**config.mk**
```make
export PLATFORM = sky130hd
export DESIGN_NAME = ccr_top
export DESIGN_NICKNAME = d
export VERILOG_FILES = /design/src/logic/ccr_pkg.sv /design/src/logic/ccr_strap_sense.sv /design/src/logic/ccr_top.sv
export SDC_FILE = /design/constraint.sdc
export NUM_CORES = 1
export LEC_CHECK = 0
export BUFFER_PORTS_ARGS = -buffer_cell sky130_fd_sc_hd__buf_4
export CAP_MARGIN = 20
export CORE_ASPECT_RATIO = 2
export CORE_MARGIN = 5
export CORE_UTILIZATION = 45
export DETAILED_ROUTE_END_ITERATION = 7
export GPL_TIMING_DRIVEN = 0
export PLACE_DENSITY = 0.79
export SYNTH_ARGS = -nofsm -noshare
export SYNTH_HDL_FRONTEND = slang
export SYNTH_SLANG_ARGS = --single-unit
```
**constraint.sdc**
```tcl
create_clock -name clk_i -period 1.5 [get_ports clk_i]
set_input_delay 0.3 -clock clk_i [delete_from_list [all_inputs] [get_ports clk_i]]
set_output_delay 0.3 -clock clk_i [all_outputs]
set_load 0.05 [all_outputs]
```
**src/logic/ccr_pkg.sv**
```systemverilog
/*
  Shared types and constants for the core clock ratio strap decoder.
  Assumes one 10 MHz bus clock and a classic Wishbone slave port.
*/
package ccr_pkg;

  localparam int unsigned CLK_HZ = 10_000_000;

  // ratio strap codes with special meaning
  localparam logic [3:0] CCR_CODE_X8     = 4'h1;
  localparam logic [3:0] CCR_CODE_BYPASS = 4'h3;
  localparam logic [3:0] CCR_CODE_OFF    = 4'hf;

  // multipliers and ratios, ratio counted in half steps
  localparam logic [3:0] CCR_VCO_X2   = 4'h2;
  localparam logic [3:0] CCR_VCO_X8   = 4'h8;
  localparam logic [3:0] CCR_RATIO_1X = 4'h2;
  localparam logic [3:0] CCR_RATIO_7X = 4'he;

  // register byte offsets
  localparam logic [3:0] CCR_OFF_STATUS = 4'h0;
  localparam logic [3:0] CCR_OFF_CTRL   = 4'h4;

  localparam logic CCR_CTRL_MASK_RST = 1'b0;

  // how a strap is wired on the board
  typedef enum logic [1:0] {
    CCR_TIE_HIGH,
    CCR_TIE_LOW,
    CCR_TIE_RST,
    CCR_TIE_INV
  } ccr_strap_t;

  typedef struct packed {
    logic [3:0] ratio_x2;
    logic [3:0] vco_mult;
    logic       bypass;
    logic       clk_off;
    logic       pll_on;
  } ccr_cfg_t;

  localparam ccr_cfg_t CCR_CFG_RST = '{CCR_RATIO_1X, CCR_VCO_X2, 1'b0, 1'b0, 1'b0};

  typedef struct packed {
    logic [6:0] rsvd;
    ccr_strap_t out_cls;
    ccr_strap_t in_cls;
    logic       out_valid;
    logic       in_valid;
    logic       fast;
    logic       clock_output_pin_en;
    logic       hyst;
    logic       cfg_valid;
    ccr_cfg_t   cfg;
    logic [3:0] code;
  } ccr_status_t;

  function automatic ccr_cfg_t ccr_decode(input logic [3:0] code);
    ccr_cfg_t c;
    c = '{CCR_RATIO_1X, CCR_VCO_X2, 1'b0, 1'b0, 1'b1};
    case (code)
      4'h0: c.ratio_x2 = 4'h2;
      4'h1: c.vco_mult = CCR_VCO_X8;
      4'hc: c.ratio_x2 = 4'h3;
      4'h4: c.ratio_x2 = 4'h4;
      4'h6: c.ratio_x2 = 4'h5;
      4'h8: c.ratio_x2 = 4'h6;
      4'he: c.ratio_x2 = 4'h7;
      4'ha: c.ratio_x2 = 4'h8;
      4'h7: c.ratio_x2 = 4'h9;
      4'hb: c.ratio_x2 = 4'ha;
      4'h9: c.ratio_x2 = 4'hb;
      4'hd: c.ratio_x2 = 4'hc;
      4'h5: c.ratio_x2 = 4'hd;
      4'h2: c.ratio_x2 = CCR_RATIO_7X;
      4'h3: begin
        c.bypass = 1'b1;
        c.pll_on = 1'b0;
      end
      default: begin
        c.ratio_x2 = 4'h0;
        c.clk_off  = 1'b1;
        c.pll_on   = 1'b0;
      end
    endcase
    return c;
  endfunction

endpackage

```
**src/logic/ccr_strap_sense.sv**
```systemverilog
/*
  Classifies one strap pin by its level during and just after hard reset.
  Assumes the strap is static apart from following the hard reset net.
*/
`timescale 1ns/1ns
module ccr_strap_sense (
  input  wire logic          clk_i,
  input  wire logic          rst_i,
  input  wire logic          strap_i,
  input  wire logic          hard_reset_n_i,
  output ccr_pkg::ccr_strap_t cls_o,
  output logic               valid_o
);
  import ccr_pkg::*;

  typedef enum logic [1:0] {SENSE_IDLE, SENSE_HELD, SENSE_DONE} ccr_sense_st_t;

  ccr_sense_st_t st_r;
  ccr_sense_st_t st_nxt;
  logic          held_r;
  logic          held_nxt;
  ccr_strap_t    cls_r;
  ccr_strap_t    cls_nxt;
  logic          valid_r;
  logic          valid_nxt;

  always_comb begin
    st_nxt    = st_r;
    held_nxt  = held_r;
    cls_nxt   = cls_r;
    valid_nxt = valid_r;
    case (st_r)
      SENSE_HELD: begin
        if (hard_reset_n_i) begin
          // level in reset paired with level after release
          case ({held_r, strap_i})
            2'b11:   cls_nxt = CCR_TIE_HIGH;
            2'b00:   cls_nxt = CCR_TIE_LOW;
            2'b01:   cls_nxt = CCR_TIE_RST;
            default: cls_nxt = CCR_TIE_INV;
          endcase
          st_nxt    = SENSE_DONE;
          valid_nxt = 1'b1;
        end
      end
      default: ;
    endcase
    if (!hard_reset_n_i) begin
      st_nxt    = SENSE_HELD;
      held_nxt  = strap_i;
      valid_nxt = 1'b0;
    end
  end

  always_ff @(posedge clk_i) begin
    if (rst_i) begin
      st_r    <= SENSE_IDLE;
      held_r  <= 1'b1;
      cls_r   <= CCR_TIE_HIGH;
      valid_r <= 1'b0;
    end else begin
      st_r    <= st_nxt;
      held_r  <= held_nxt;
      cls_r   <= cls_nxt;
      valid_r <= valid_nxt;
    end
  end

  assign cls_o   = cls_r;
  assign valid_o = valid_r;

endmodule

```
**src/logic/ccr_top.sv**
```systemverilog
/*
  Power-on strap decoder: core clock ratio, input buffer mode, output timing.
  Assumes straps are tied to supply, ground, hard reset or its inverse,
  and that software reaches the status over classic Wishbone.
*/
`timescale 1ns/1ns

// Notes on behaviour
// - ratio strap selects core ratio 1:1 to 7:1 in halves; code 0001 gives x8
// - code 0011 bypasses the PLL, core runs on bus clock, bus ratio 1:1
// - input strap high: no hysteresis, clock output driven (default)
// - input strap low: hysteresis on, clock output high impedance
// - input strap on hard reset: hysteresis on, clock output driven
// - input strap on inverted hard reset: no hysteresis, output high impedance
// - output strap low or on hard reset: fast output timing
// - output strap high or on inverted hard reset: compatibility timing
module ccr_top (
  input  wire logic        clk_i,
  input  wire logic        rst_i,
  input  wire logic        hard_reset_n_i,
  input  wire logic [3:0]  ratio_strap_i,
  input  wire logic        input_mode_strap_i,
  input  wire logic        output_mode_strap_i,
  input  wire logic        wb_cyc_i,
  input  wire logic        wb_stb_i,
  input  wire logic        wb_we_i,
  input  wire logic [3:0]  wb_adr_i,
  input  wire logic [3:0]  wb_sel_i,
  input  wire logic [31:0] wb_dat_i,
  output logic [31:0]      wb_dat_o,
  output logic             wb_ack_o,
  output ccr_pkg::ccr_cfg_t cfg_o,
  output logic             cfg_valid_o,
  output logic             core_clk_en_o,
  output logic             hysteresis_en_o,
  output logic             fast_output_timing_o,
  output logic             clock_output_pin_o,
  output logic             clock_output_pin_oe_o
);
  import ccr_pkg::*;

  //////////////////////////////////////////////////////////////////////////////
  // strap sensing

  ccr_strap_t in_cls;
  logic       in_valid;
  ccr_strap_t out_cls;
  logic       out_valid;

  ccr_strap_sense u_in_sense (
    .clk_i          (clk_i),
    .rst_i          (rst_i),
    .strap_i        (input_mode_strap_i),
    .hard_reset_n_i (hard_reset_n_i),
    .cls_o          (in_cls),
    .valid_o        (in_valid)
  );

  ccr_strap_sense u_out_sense (
    .clk_i          (clk_i),
    .rst_i          (rst_i),
    .strap_i        (output_mode_strap_i),
    .hard_reset_n_i (hard_reset_n_i),
    .cls_o          (out_cls),
    .valid_o        (out_valid)
  );

  //////////////////////////////////////////////////////////////////////////////
  // ratio capture at hard reset release

  logic       hrst_q_r;
  logic       hrst_q_nxt;
  logic [3:0] code_r;
  logic [3:0] code_nxt;
  ccr_cfg_t   cfg_r;
  ccr_cfg_t   cfg_nxt;
  logic       cfg_valid_r;
  logic       cfg_valid_nxt;
  logic       release_w;

  assign release_w = hard_reset_n_i && !hrst_q_r;

  always_comb begin
    hrst_q_nxt    = hard_reset_n_i;
    code_nxt      = code_r;
    cfg_nxt       = cfg_r;
    cfg_valid_nxt = cfg_valid_r;
    if (!hard_reset_n_i) begin
      cfg_valid_nxt = 1'b0;
    end else if (release_w) begin
      code_nxt      = ratio_strap_i;
      cfg_nxt       = ccr_decode(ratio_strap_i);
      cfg_valid_nxt = 1'b1;
    end
  end

  always_ff @(posedge clk_i) begin
    if (rst_i) begin
      hrst_q_r    <= 1'b1;
      code_r      <= CCR_CODE_OFF;
      cfg_r       <= CCR_CFG_RST;
      cfg_valid_r <= 1'b0;
    end else begin
      hrst_q_r    <= hrst_q_nxt;
      code_r      <= code_nxt;
      cfg_r       <= cfg_nxt;
      cfg_valid_r <= cfg_valid_nxt;
    end
  end

  // bypass and ratio modes both clock the core every bus cycle here
  assign core_clk_en_o = cfg_valid_r && !cfg_r.clk_off;
  assign cfg_o         = cfg_r;
  assign cfg_valid_o   = cfg_valid_r;

  //////////////////////////////////////////////////////////////////////////////
  // buffer modes and clock output

  logic hyst_r;
  logic hyst_nxt;
  logic oe_r;
  logic oe_nxt;
  logic fast_r;
  logic fast_nxt;
  logic clk_out_r;
  logic clk_out_nxt;
  logic mask_r;
  logic mask_nxt;

  always_comb begin
    hyst_nxt = (in_cls == CCR_TIE_LOW) || (in_cls == CCR_TIE_RST);
    oe_nxt   = (in_cls == CCR_TIE_HIGH) || (in_cls == CCR_TIE_RST);
    fast_nxt = (out_cls == CCR_TIE_LOW) || (out_cls == CCR_TIE_RST);
    // stopped core leaves the output low
    clk_out_nxt = core_clk_en_o ? !clk_out_r : 1'b0;
  end

  always_ff @(posedge clk_i) begin
    if (rst_i) begin
      hyst_r    <= 1'b0;
      oe_r      <= 1'b1;
      fast_r    <= 1'b0;
      clk_out_r <= 1'b0;
    end else begin
      hyst_r    <= hyst_nxt;
      oe_r      <= oe_nxt;
      fast_r    <= fast_nxt;
      clk_out_r <= clk_out_nxt;
    end
  end

  assign hysteresis_en_o       = hyst_r;
  assign fast_output_timing_o  = fast_r;
  assign clock_output_pin_oe_o = oe_r;
  assign clock_output_pin_o    = clk_out_r && !mask_r;

  //////////////////////////////////////////////////////////////////////////////
  // wishbone slave

  logic        ack_r;
  logic        ack_nxt;
  logic [31:0] dat_r;
  logic [31:0] dat_nxt;
  ccr_status_t status_w;

  always_comb begin
    status_w           = '0;
    status_w.code      = code_r;
    status_w.cfg       = cfg_r;
    status_w.cfg_valid = cfg_valid_r;
    status_w.hyst      = hyst_r;
    status_w.clock_output_pin_en = oe_r;
    status_w.fast      = fast_r;
    status_w.in_valid  = in_valid;
    status_w.out_valid = out_valid;
    status_w.in_cls    = in_cls;
    status_w.out_cls   = out_cls;
  end

  always_comb begin
    ack_nxt  = wb_cyc_i && wb_stb_i && !ack_r;
    dat_nxt  = '0;
    mask_nxt = mask_r;
    if (ack_nxt) begin
      case (wb_adr_i)
        CCR_OFF_STATUS: dat_nxt = status_w;
        CCR_OFF_CTRL: begin
          dat_nxt = {31'h0000_0000, mask_r};
          if (wb_we_i && wb_sel_i[0]) begin
            mask_nxt = wb_dat_i[0];
          end
        end
        default: dat_nxt = '0;
      endcase
    end
  end

  always_ff @(posedge clk_i) begin
    if (rst_i) begin
      ack_r  <= 1'b0;
      dat_r  <= '0;
      mask_r <= CCR_CTRL_MASK_RST;
    end else begin
      ack_r  <= ack_nxt;
      dat_r  <= dat_nxt;
      mask_r <= mask_nxt;
    end
  end

  assign wb_ack_o = ack_r;
  assign wb_dat_o = dat_r;
endmodule

```
* After elaboration in Yosys (flattened, before gate mapping) *
Index checks and enable logic that the tools add are counted.

storage, ports and cells
  flip-flop bits (word level) = 65
  bits in latches = 0
  bits in writable memories = 0
  ROM bits = 0
  input port bits = 52
  output and inout port bits = 50
  logic and storage cells = 94
  memories = 0

cells by class
  add/subtract/negate cells = 0
  $mul = 0
  div/mod/pow operators = 0
  $lt $le $gt $ge = 0
  eq/ne operators = 27
  shifts and indexed selects = 0
  mux-type cells = 12
  bitwise gates (word level) = 3
  reductions and logical operators = 29

operator list
  cell                  count
  $pmux W4 S13          1
  $pmux W25 S2          1
  $eq A4 B4 Y1 const B  7
  $eq A4 B3 Y1 const B  5
  $reduce_or A15 Y1     1
  $reduce_or A14 Y1     1
  $eq A2 B1 Y1 const B  6
  $pmux W2 S3           2
  $eq A2 B2 Y1 const B  4
  $eq A4 B2 Y1 const B  2
  $logic_not A4 Y1      2
  $mux W1               7
  $logic_and A1 B1 Y1   6
  $logic_not A2 Y1      3
  $reduce_and A2 Y1     3
  $reduce_or A2 Y1      3
  $logic_not A1 Y1      5
  $eq A4 B1 Y1 const B  1
  $mux W4               1
  $ne A2 B1 Y1 const B  2
  $logic_or A1 B1 Y1    3
  $not A1 Y1            3
  $reduce_and A3 Y1     1
  $reduce_or A3 Y1      1

* Longest topological paths before layout *
  depth after elaboration = 4
  mapped depth = 4
  gate-level depth less buffers = 4

* By module *
A second synthesis with hierarchy kept.

second synthesis, totals
  cells, all modules = 209
  area total of the unflattened synthesis = 2085.8 sq um

by module, submodules not included
  module           instances  cells an instance  area each (sq um)  sequential area each (sq um)
  ccr_top          1          165                1635.3             880.8
  ccr_strap_sense  2          22                 225.2              100.1

* Worst setup path before layout *
No wires, ideal clock.

  path type = register to output
  start = reg cfg_valid_r (netlist: cfg_valid_o)
  end = out core_clk_en_o
  data arrival time = 1436 ps
  required time = 1200 ps
  setup slack = -236 ps
  cell stages (with the launch flop) = 3
  cell sequence = dfxtp_1 -> inv_1 -> nor2_1

between the ends
  longest elaborated chain between the ends = 1

ends and longest elaborated chain
  item                      RTL line        RTL
  start: declaration        ccr_top.sv:77   logic cfg_valid_r;
  start signal: assignment  ccr_top.sv:107  cfg_valid_r <= cfg_valid_nxt;
  $logic_and A1 B1 Y1       ccr_top.sv:112  assign core_clk_en_o = cfg_valid_r && !cfg_r.clk_off;
  end: declaration          ccr_top.sv:34   output logic core_clk_en_o,

No other way between the ends.

* Worst setup path after layout *
Same ends and word-level chain as after synthesis.

==> flow_metrics.tcl <==
set metrics [dict create \
    cts_tree "done" \
    fin_ws_ps 128 \
    slew_headroom_pct 65.5 \
    wire_per_inst_microns 12.8 \
    drive_gt1_share_pct 37.1 \
    powerDensity_nw_per_um2 977 \
    hold_viol 0 \
    vias 1585 \
    area_delta_synth_final_pct 29.2 \
    num_rows 35 \
    finalCritPeriodShare_pct 91.5 \
    crit_path_cell_trace "inv_1 > nor2_4 > buf_4" \
    core_sq_um 4550 \
    dieArea_sq_um 6170 \
    drt-initial-drc-count 25 \
    hpwl_mm 3.32 \
    routabilityCongestion 0.808 \
    start_util_pct 45.7 \
    synth_area_sq_um 2080 \
    p_leak_nw 1.26 \
    finalCriticalPeriod_ps 1370 \
    hold_buffers 0 \
    fin_skew_ps 5.76 \
    port_buffers 55 \
    critPathMaxStageDelay_ps 360 \
    postRouteAntennaNets 0 \
    fmax_mhz 729 \
    ys_types 45 \
    critPathLaunchType "register" \
    whs_ps 265 \
    antenna_found_initial 0 \
    power_w 0.00263 \
    numClockSinks 54 \
    avgSynthCellArea_sq_um 9.97 \
    cp.required_ps 1200 \
    cp_top_family "flip-flops" \
    postCtsSetupBuffers 0 \
    die_y_microns 106 \
    worstHoldPathType "in -> reg" \
    seq_area_frac_synth_pct 51.9 \
    tightest_slew_ps 518 \
    grt_max_degree 15 \
    clockBufferDepth 2 \
    ys_seq_elements 54 \
    worstSetupPathType "reg -> out" \
    finalSetupViolations 0 \
    io_pins 102 \
    place_ws_ps -29.2 \
    routed_wl_mm 4.28 \
    numCtsBuffers 5 \
    critPathArrivalTime_ps 1070 \
    first_global_vias 1563 \
    status "completed" \
    syn_inst 209 \
    drc 0 \
    yosys_warnings 0 \
    die_x_microns 58.1 \
    slowest_stage "dfxtp_1" \
    num-nets-final 339 \
    setup-tns-final_ps 0 \
    ir_worst_vdd_uv 802 \
    grt-ovfl-total 0 \
    grt_pass1_wl_mm 7.16 \
    root_buffer "clkbuf_8" \
    clk_pin_slew_ps 80 \
    diodes 0 \
    via_per_inst 4.73 \
    crit_path_end_kind "primary output" \
    drv_cap 0 \
    grt_usage_pct 15.0 \
    drv_slew 0 \
    grt_setup_unrepaired "no" \
    htree_levels 2 \
    clock_latency_ps 300 \
    crit_fanout 3 \
    dr.pass1.iters 4 \
    cts_resized 0 \
    path_buf_inv 2 \
]
## final cells by class
class	count	area [sq um]
Fill cell	420	1860
Clock buffer	6	82.6
Buffer	23	154
Timing Repair Buffer	55	413
Sequential cell	54	1080
Tap cell	55	68.8
Multi-Input combinational cell	134	863
Inverter	8	30.0
## cells in the mapped netlist, drive strengths merged
master,number,share of area [%]
dfxtp,54,52
and2,22,7.7
buf,19,6.7
nand2,17,3.1
nor2,17,3.1
inv,8,1.4
a21oi,6,1.4
ha,6,3.6
nand3,6,1.4
nor2b,5,1.5
clkbuf,4,0.72
o21ai,4,0.96
mux2i,3,1.4
nand2b,3,0.90
nor3b,3,1.1
nor4,3,1.6
o211ai,3,1.1
a211oi,2,0.72
and3b,2,0.84
or3,2,0.84
xnor2,2,0.84
a2111o,1,0.54
a2111oi,1,0.42
a21bo,1,0.48
a21o,1,0.36
a22oi,1,0.36
a31oi,1,0.30
a32o,1,0.48
a32oi,1,0.42
and2b,1,0.36
and4b,1,0.48
conb,1,0.18
mux2,1,0.54
nand3b,1,0.36
nor3,1,0.24
o311ai,1,0.42
o41ai,1,0.42
or2,1,0.30
or3b,1,0.42
## placed cells by master, fill, tap and decap left out, types with 2 or more instances in the layout
cell       n
buf_6      2
and2_1     3
ha_1       6
nand2_1   17
nor3b_1    3
nand2b_1   3
nand3_1    6
nor2_1    16
clkbuf_1   4
a211oi_1   2
nor4_1     2
nor2b_1    5
o21ai_0    4
and3b_1    2
xnor2_1    2
inv_1      8
buf_2      3
dfxtp_1   54
buf_4     68
a21oi_1    6
clkbuf_8   6
mux2i_1    3
conb_1    11
and2_2    19
o211ai_1   3
## stage by stage
stage | instances | utilization [%] | instance area [sq um]
after global placement | 329 | 57.3 | 2610
final | 335 | 59.1 | 2690
after detailed placement | 329 | 57.3 | 2610
after floorplan | 219 | - | 2130
after CTS | 335 | 59.1 | 2690
after global routing | 335 | 59.1 | 2690
## layer usage
| metal | global-route usage (%) | share of wire [%] |
|---|---|---|
| met5 | 0 | 0 |
| met4 | 6.14 | 2.5 |
| met3 | 3.77 | 6.6 |
| met2 | 27.6 | 55 |
| met1 | 15.5 | 36 |
## kinds of logic (layout without fill, tap and decap cells)
group | after synthesis | after routing | synth area share [%]
fa+ha+maj | 6 | 6 | 3.60
other cells | 1 | 11 | 0.180
flops | 54 | 54 | 51.9
mux | 4 | 4 | 1.98
compound gates | 25 | 25 | 8.41
simple gates | 86 | 86 | 24.3
buf+inv | 31 | 92 | 8.83
xor+xnor | 2 | 2 | 0.841
## power breakdown
part / total, W / switching [W] / leakage, nW / internal (W)
sequential: 0.00149 / 0.0000230 / 0.439 / 0.00147
combinational: 0.000356 / 0.000226 / 0.774 / 0.000129
clock: 0.000782 / 0.000425 / 0.0431 / 0.000357
## final timing paths
check	from	end	slack, ps	cells after the start
worst min-delay path	wb_dat_i[0]	mask_r$_SDFFE_PP0P_	270	3
worst max register to register	wb_ack_o$_SDFF_PP0_	wb_dat_o[23]$_SDFF_PP0_	130	4
worst min register to register	clk_out_r$_SDFF_PP0_	clk_out_r$_SDFF_PP0_	430	1
worst max-delay path	cfg_valid_o$_SDFFE_PP0P_	core_clk_en_o	130	3
## registers in the layout, indices dropped and copies added (netlist names), 2 cells and up
register	cells
wb_dat_o	23
cfg_o	9
code_r	4
u_in_sense.cls_o	2
u_in_sense.st_r	2
u_out_sense.cls_o	2
u_out_sense.st_r	2
## worst reg2reg max path: cells and delay by family, from the launching register on
family / cells / cell delay (ps)
and+or+nand+nor: 3 / 810
DFF: 1 / 310
buffers and inverters: 1 / 190
(Power assumes the default switching activity.)
